### src/rtl/mmfid_defines.vh
// Constants for the memory-model feature identification register bank
`ifndef MMFID_DEFINES_VH
`define MMFID_DEFINES_VH

// ==========================================================
// Coprocessor operand encodings
`define MMFID_OPC1_ID 3'h0
`define MMFID_CRN_ID 4'h0
`define MMFID_CRM_ID 4'h1
`define MMFID_OPC2_ONE 3'h5
`define MMFID_OPC2_TWO 3'h6
`define MMFID_OPC2_THREE 3'h7
`define MMFID_OPC1_BP 3'h0
`define MMFID_CRN_BP 4'h7
`define MMFID_CRM_BP 4'h5
`define MMFID_OPC2_BP_ALL 3'h6
`define MMFID_OPC2_BP_ADDR 3'h7

// ==========================================================
// One-hot select positions
`define MMFID_SEL_W 5
`define MMFID_SEL_ONE 0
`define MMFID_SEL_TWO 1
`define MMFID_SEL_THREE 2
`define MMFID_SEL_BP_ALL 3
`define MMFID_SEL_BP_ADDR 4
`define MMFID_NUM_ID 3

// ==========================================================
// Widths and reset values
`define MMFID_DATA_W 32
`define MMFID_DATA_ZERO 32'h00000000
`define MMFID_SEL_NONE 5'h00

// ==========================================================
// memory_model_features_one fields, [31:28] down to [3:0]
`define MMFID_ONE_BP_REQ 4'h0
`define MMFID_ONE_TEST_CLEAN 4'h0
`define MMFID_ONE_CACHE_UNI 4'h0
`define MMFID_ONE_CACHE_HAR 4'h0
`define MMFID_ONE_SETWAY_UNI 4'h0
`define MMFID_ONE_SETWAY_HAR 4'h0
`define MMFID_ONE_ADDR_UNI 4'h0
`define MMFID_ONE_ADDR_HAR 4'h0

// ==========================================================
// memory_model_features_two fields, [31:28] down to [3:0]
`define MMFID_TWO_HW_ACCESS 4'h0
`define MMFID_TWO_WAIT_INT 4'h1
`define MMFID_TWO_BARRIER 4'h2
`define MMFID_TWO_TLB_UNI 4'h0
`define MMFID_TWO_TLB_HAR 4'h0
`define MMFID_TWO_RANGE 4'h0
`define MMFID_TWO_BG_PREFETCH 4'h0
`define MMFID_TWO_FG_PREFETCH 4'h0

// ==========================================================
// memory_model_features_three fields, [31:28] down to [3:0]
`define MMFID_THREE_SUPERSECT 4'h0
`define MMFID_THREE_SBZ_HI 4'h0
`define MMFID_THREE_COHERENT 4'h0
`define MMFID_THREE_SBZ_LO 4'h0
`define MMFID_THREE_BROADCAST 4'h0
`define MMFID_THREE_BP_MAINT 4'h2
`define MMFID_THREE_SETWAY 4'h1
`define MMFID_THREE_BY_ADDR 4'h1

`endif

### src/rtl/mmfid_regs.v
// Memory-model feature identification registers with coprocessor access
//
// Behaviour
// [RULE1] All three registers read-only, privileged only; writes change nothing.
// [RULE2] First register reads zero in every field.
// [RULE3] First register answers opcode1 0, c0, c1, opcode2 5.
// [RULE4] Second register bits 27:24 read 0x1, wait-for-interrupt stalling.
// [RULE5] Second register bits 23:20 read 0x2, three barrier operations.
// [RULE6] Second register bits 31:28 and 19:0 read zero.
// [RULE7] Second register answers opcode1 0, c0, c1, opcode2 6.
// [RULE8] Third register bits 31:16 read zero, region protection scheme.
// [RULE9] Third register bits 15:12 read zero, maintenance stays local.
// [RULE10] Third register bits 11:8 read 0x2, branch predictor invalidates.
// [RULE11] Both branch predictor invalidates complete as no-operations.
// [RULE12] Third register bits 7:4 read 0x1, set and way operations.
// [RULE13] Third register bits 3:0 read 0x1, by-address operations.
// [RULE14] Third register answers opcode1 0, c0, c1, opcode2 7.
// [RULE15] Unprivileged access raises undefined-instruction, no data returned.
// [RULE16] Constant contents valid from reset; fixed latency, no side effects.
`timescale 1ns/10ps
`include "mmfid_defines.vh"

module mmfid_regs (
  // Clock and reset
  input wire CLOCK_IN,
  input wire SYS_RST_IN,
  // Coprocessor request
  input wire REQ_VALID_IN,
  input wire REQ_WRITE_IN,
  input wire REQ_PRIV_IN,
  input wire [2:0] REQ_OPC1_IN,
  input wire [3:0] REQ_CRN_IN,
  input wire [3:0] REQ_CRM_IN,
  input wire [2:0] REQ_OPC2_IN,
  // Response
  output reg RESP_DONE_OUT,
  output reg RESP_UNDEF_OUT,
  output reg [`MMFID_DATA_W-1:0] RESP_RDATA_OUT,
  output reg BP_INV_DONE_OUT
);

  // ==========================================================
  // Constant register contents
  wire [`MMFID_DATA_W-1:0] id_value [0:`MMFID_NUM_ID-1];
  wire [`MMFID_DATA_W-1:0] id_term [0:`MMFID_NUM_ID-1];
  wire [`MMFID_DATA_W-1:0] id_mux [0:`MMFID_NUM_ID];

  // [RULE2] all fields zero
  assign id_value[0] = {`MMFID_ONE_BP_REQ, `MMFID_ONE_TEST_CLEAN,
                        `MMFID_ONE_CACHE_UNI, `MMFID_ONE_CACHE_HAR,
                        `MMFID_ONE_SETWAY_UNI, `MMFID_ONE_SETWAY_HAR,
                        `MMFID_ONE_ADDR_UNI, `MMFID_ONE_ADDR_HAR};
  // [RULE4] [RULE5] [RULE6] wait, barrier, zero fields
  assign id_value[1] = {`MMFID_TWO_HW_ACCESS, `MMFID_TWO_WAIT_INT,
                        `MMFID_TWO_BARRIER, `MMFID_TWO_TLB_UNI,
                        `MMFID_TWO_TLB_HAR, `MMFID_TWO_RANGE,
                        `MMFID_TWO_BG_PREFETCH, `MMFID_TWO_FG_PREFETCH};
  // [RULE8] [RULE9] [RULE10] [RULE12] [RULE13] third layout
  assign id_value[2] = {`MMFID_THREE_SUPERSECT, `MMFID_THREE_SBZ_HI,
                        `MMFID_THREE_COHERENT, `MMFID_THREE_SBZ_LO,
                        `MMFID_THREE_BROADCAST, `MMFID_THREE_BP_MAINT,
                        `MMFID_THREE_SETWAY, `MMFID_THREE_BY_ADDR};

  // ==========================================================
  // Decode
  wire [`MMFID_SEL_W-1:0] sel;

  mmfid_decode u_decode (
    .opc1_in(REQ_OPC1_IN),
    .crn_in(REQ_CRN_IN),
    .crm_in(REQ_CRM_IN),
    .opc2_in(REQ_OPC2_IN),
    .sel_out(sel)
  );

  // ==========================================================
  // Read data selection
  assign id_mux[0] = `MMFID_DATA_ZERO;

  genvar i;
  generate
    for (i = 0; i < `MMFID_NUM_ID; i = i + 1) begin : g_id
      assign id_term[i] = {`MMFID_DATA_W{sel[i]}} & id_value[i];
      assign id_mux[i+1] = id_mux[i] | id_term[i];
    end
  endgenerate

  // ==========================================================
  // Access check
  wire id_hit;
  wire bp_hit;
  wire claim;
  wire legal_read;
  wire legal_bp;
  wire next_done;
  wire next_undef;
  wire next_bp_done;
  wire [`MMFID_DATA_W-1:0] next_rdata;

  assign id_hit = sel[`MMFID_SEL_ONE] | sel[`MMFID_SEL_TWO] | sel[`MMFID_SEL_THREE];
  assign bp_hit = sel[`MMFID_SEL_BP_ALL] | sel[`MMFID_SEL_BP_ADDR];
  // Encodings outside this bank are left to other banks: no answer here
  assign claim = REQ_VALID_IN & (id_hit | bp_hit);
  // [RULE1] reads only, privileged only
  assign legal_read = claim & REQ_PRIV_IN & ~REQ_WRITE_IN & id_hit;
  // [RULE11] invalidates accepted as writes
  assign legal_bp = claim & REQ_PRIV_IN & REQ_WRITE_IN & bp_hit;
  assign next_done = legal_read | legal_bp;
  // [RULE15] refuse unprivileged or misdirected
  assign next_undef = claim & ~next_done;
  // [RULE11] nothing touched, just completion
  assign next_bp_done = legal_bp;
  // [RULE15] data withheld unless legal read
  assign next_rdata = legal_read ? id_mux[`MMFID_NUM_ID] : `MMFID_DATA_ZERO;

  // ==========================================================
  // Response stage
  // [RULE16] one-cycle fixed latency
  always @(posedge CLOCK_IN) begin
    if (SYS_RST_IN) begin
      RESP_DONE_OUT <= 1'b0;
      RESP_UNDEF_OUT <= 1'b0;
      RESP_RDATA_OUT <= `MMFID_DATA_ZERO;
      BP_INV_DONE_OUT <= 1'b0;
    end else begin
      RESP_DONE_OUT <= next_done;
      RESP_UNDEF_OUT <= next_undef;
      RESP_RDATA_OUT <= next_rdata;
      BP_INV_DONE_OUT <= next_bp_done;
    end
  end

endmodule // mmfid_regs

### src/rtl/mmfid_decode.v
// Operand decoder for the feature identification bank
`timescale 1ns/10ps
`include "mmfid_defines.vh"

module mmfid_decode (
  // Operand fields
  input wire [2:0] opc1_in,
  input wire [3:0] crn_in,
  input wire [3:0] crm_in,
  input wire [2:0] opc2_in,
  // One-hot select
  output reg [`MMFID_SEL_W-1:0] sel_out
);

  wire id_group;
  wire bp_group;

  assign id_group = (opc1_in == `MMFID_OPC1_ID) && (crn_in == `MMFID_CRN_ID) &&
                    (crm_in == `MMFID_CRM_ID);
  assign bp_group = (opc1_in == `MMFID_OPC1_BP) && (crn_in == `MMFID_CRN_BP) &&
                    (crm_in == `MMFID_CRM_BP);

  // ==========================================================
  // Select decode
  always @* begin
    sel_out = `MMFID_SEL_NONE;
    // [RULE3] first register encoding
    sel_out[`MMFID_SEL_ONE] = id_group && (opc2_in == `MMFID_OPC2_ONE);
    // [RULE7] second register encoding
    sel_out[`MMFID_SEL_TWO] = id_group && (opc2_in == `MMFID_OPC2_TWO);
    // [RULE14] third register encoding
    sel_out[`MMFID_SEL_THREE] = id_group && (opc2_in == `MMFID_OPC2_THREE);
    sel_out[`MMFID_SEL_BP_ALL] = bp_group && (opc2_in == `MMFID_OPC2_BP_ALL);
    sel_out[`MMFID_SEL_BP_ADDR] = bp_group && (opc2_in == `MMFID_OPC2_BP_ADDR);
  end

endmodule // mmfid_decode

### config.mk
export PLATFORM = sky130hd
export DESIGN_NAME = mmfid_regs
export DESIGN_NICKNAME = d
export VERILOG_FILES = /design/src/rtl/mmfid_regs.v /design/src/rtl/mmfid_decode.v
export VERILOG_INCLUDE_DIRS = /design/src /design/src/rtl
export SDC_FILE = /design/constraint.sdc
export NUM_CORES = 1
export LEC_CHECK = 0
export CAP_MARGIN = 20
export CORE_AREA = 5 5 42 44
export DETAILED_ROUTE_END_ITERATION = 8
export DIE_AREA = 0 0 47 49
export DONT_BUFFER_PORTS = 1
export GPL_ROUTABILITY_DRIVEN = 0
export GPL_TIMING_DRIVEN = 1
export PLACE_DENSITY_LB_ADDON = 0.12
export SYNTH_ARGS = -nofsm -noshare
export SYNTH_HDL_FRONTEND = slang
export SYNTH_SLANG_ARGS = --single-unit
### constraint.sdc
create_clock -name CLOCK_IN -period 1.43 [get_ports CLOCK_IN]
set_clock_uncertainty 0.05 [all_clocks]
set_input_delay 0.2145 -clock CLOCK_IN [delete_from_list [all_inputs] [get_ports CLOCK_IN]]
set_output_delay 0.2145 -clock CLOCK_IN [all_outputs]
set_load 0.02 [all_outputs]
==> flow_metrics.tcl <==
set metrics [dict create \
    hp-start "REQ_OPC2_IN[0]" \
    layout.nets 79 \
    start_util 0.327 \
    finish.utilization 0.281 \
    cpPeakStageDelay_ns 0.53 \
    dr_wl_met3_um 160 \
    overflow 0 \
    synth.area.top_cells "buf_4, dfxtp_1, nor2_1" \
    clk_pin_slew_worst_paths_ns 0.04 \
    syn_area_um2 458 \
    powerDensity_nw_per_um2 950 \
    core_area_um2 1400 \
    critical_path.top_delay_family "simple AND/OR/NAND/NOR gates" \
    rows 14 \
    seqPwrFrac 0.374 \
    start_kind "input pin" \
    areaGrowthSynthToFinish_pct -13.9 \
    swShare 0.324 \
    cp-startpoint "REQ_CRN_IN[1]" \
    antenna_found_initial 0 \
    grt_max_degree 6 \
    slowest_stage "or4_4" \
    drv_cap 0 \
    final.setup.tns_ns 0 \
    port_buffers 0 \
    final_common_cell "conb_1" \
    ioPinCount 54 \
    path_buf_inv 0 \
    avgSynthCellArea_um2 8.03 \
    place_inst 70 \
    yosysTopAreaCell "buf_4" \
    grt_pass1_vias 256 \
    drt_first_pass_iters 1 \
    htreeDepth 1 \
    die_w_um 47 \
    cp_max_fo 3 \
    wl_um 799 \
    via_count 280 \
    fin_crit_ns 1.20 \
    dr.max_layer_used "met3" \
    ir_worst_vdd_mv 0.137 \
    crit_arrival_ns 1.31 \
    ys_seq_area_frac 0.219 \
    p_leak_uw 0.000182 \
    clockRootBuffer "clkbuf_4" \
    combPwrFrac 0.207 \
    required_ns 1.54 \
    via_per_inst 3.73 \
    cts_buffers 3 \
    regArea_um2 100 \
    drt-initial-drc-count 0 \
    critPathKind "input pin to flop" \
    drive_above_1_share 0.119 \
    p_sw_uw 121 \
    antenna_left 0 \
    diodes 0 \
    hp-class "input pin to flop" \
    ys_ff_latch 5 \
    drc 0 \
    setup_viol 0 \
    ys_warn_count 0 \
    synth_top_area_frac 0.492 \
    final_cell_mix "conb_1, dfxtp_1, nor2_1" \
    wl_met2_um 445 \
    grt_usage 0.0676 \
    die-area_um2 2300 \
    max-clock-path-buffers 2 \
    finalNonFillerCells 75 \
    fmax_mhz 836 \
    slew_viol_final 0 \
    wl_met1_um 192 \
    p_int_uw 253 \
    hpwl_um 724 \
    syn_inst 57 \
    status "completed" \
    rsz0062_at_grt "false" \
    p_clk_frac 0.419 \
    crit_path_end_kind "flop" \
    crit_path_cell_trace "or4_4 -> nor4b_1 -> nor3b_2" \
    synthDistinctLibCells 16 \
    cts_tree "built" \
    die_h_um 49 \
    hold_viol 0 \
    grt_pass1_wl_um 1070 \
    fill_cells 169 \
    multi_input_area_um2 230 \
    post_drt_wl_per_cell_um 10.7 \
    clock-sinks 5 \
    finalCritPeriodShare 0.836 \
]
==> per-layer routing <==
metal / up-vias / GRT usage
met5: - / 0
met4: 0 / 0.0599
met3: 0 / 0.0406
met2: 27 / 0.109
met1: 118 / 0.0526
li1: 135 / -
==> final cells by class <==
type | count | share of cell area
Timing Repair Buffer | 2 | 0.0444
Clock buffer | 4 | 0.0667
Sequential cell | 5 | 0.254
Tap cell | 16 | 0.0508
Multi-Input combinational cell | 48 | 0.584
==> power by group through the flow <==
stage / combinational [µW] / clock (µW) / sequential (µW)
after global placement: 72.6 / 0 / 142
final: 77.5 / 157 / 140
after CTS: 75.2 / 167 / 140
after global routing: 82.8 / 183 / 140
after floorplan: 128 / 0 / 142
after detailed placement: 72.6 / 0 / 142
==> path summary, 6_finish.rpt <==
| path | to | cells past startpoint |
|---|---|---|
| max | RESP_RDATA_OUT[21] | 3 |
| min | RESP_RDATA_OUT[9] | 2 |
==> through the flow <==
stage               setup WS (ns)  instance area, µm²  hold slack (ns)  power, µW
CTS                         0.227                 394           0.0261        382
detailed placement        -0.0230                 358            0.243        215
global route                0.140                 394           0.0347        405
global placement          -0.0176                 358            0.241        215
finish                      0.234                 394           0.0391        374
floorplan                  0.0993                 556            0.234        270
==> flip-flops by register name, summed over array words and instances, names as in the netlist <==
register and count:
RESP_UNDEF_OUT 1, RESP_RDATA_OUT 2, BP_INV_DONE_OUT 1, RESP_DONE_OUT 1
==> cell usage after synthesis <==
cell type / instances
buf_4: 30
conb_1: 1
dfxtp_1: 5
nand2_1: 3
nand3_1: 1
nand4_1: 1
nand4_2: 1
nor2_1: 5
nor2b_1: 1
nor3_1: 2
nor3b_2: 1
nor4b_1: 1
nor4bb_1: 1
o21ai_1: 2
o22ai_1: 1
or4_4: 1
==> timing repair <==
action                                 4_1_cts  5_1_grt
endpoints found under the hold margin        1        0
gates resized for setup                      0        0
hold buffers                                 1        0
buffers inserted                             0        0
==> logic make-up after synthesis <==
logic type	count (synthesis)	synth area share
AO/OA/AOI/OAI	3	0.0355
buffers and inverters	30	0.492
other	1	0.00819
flip-flops	5	0.219
AND/OR/NAND/NOR	18	0.246
Note: power is estimated with default switching activity, not from simulation.
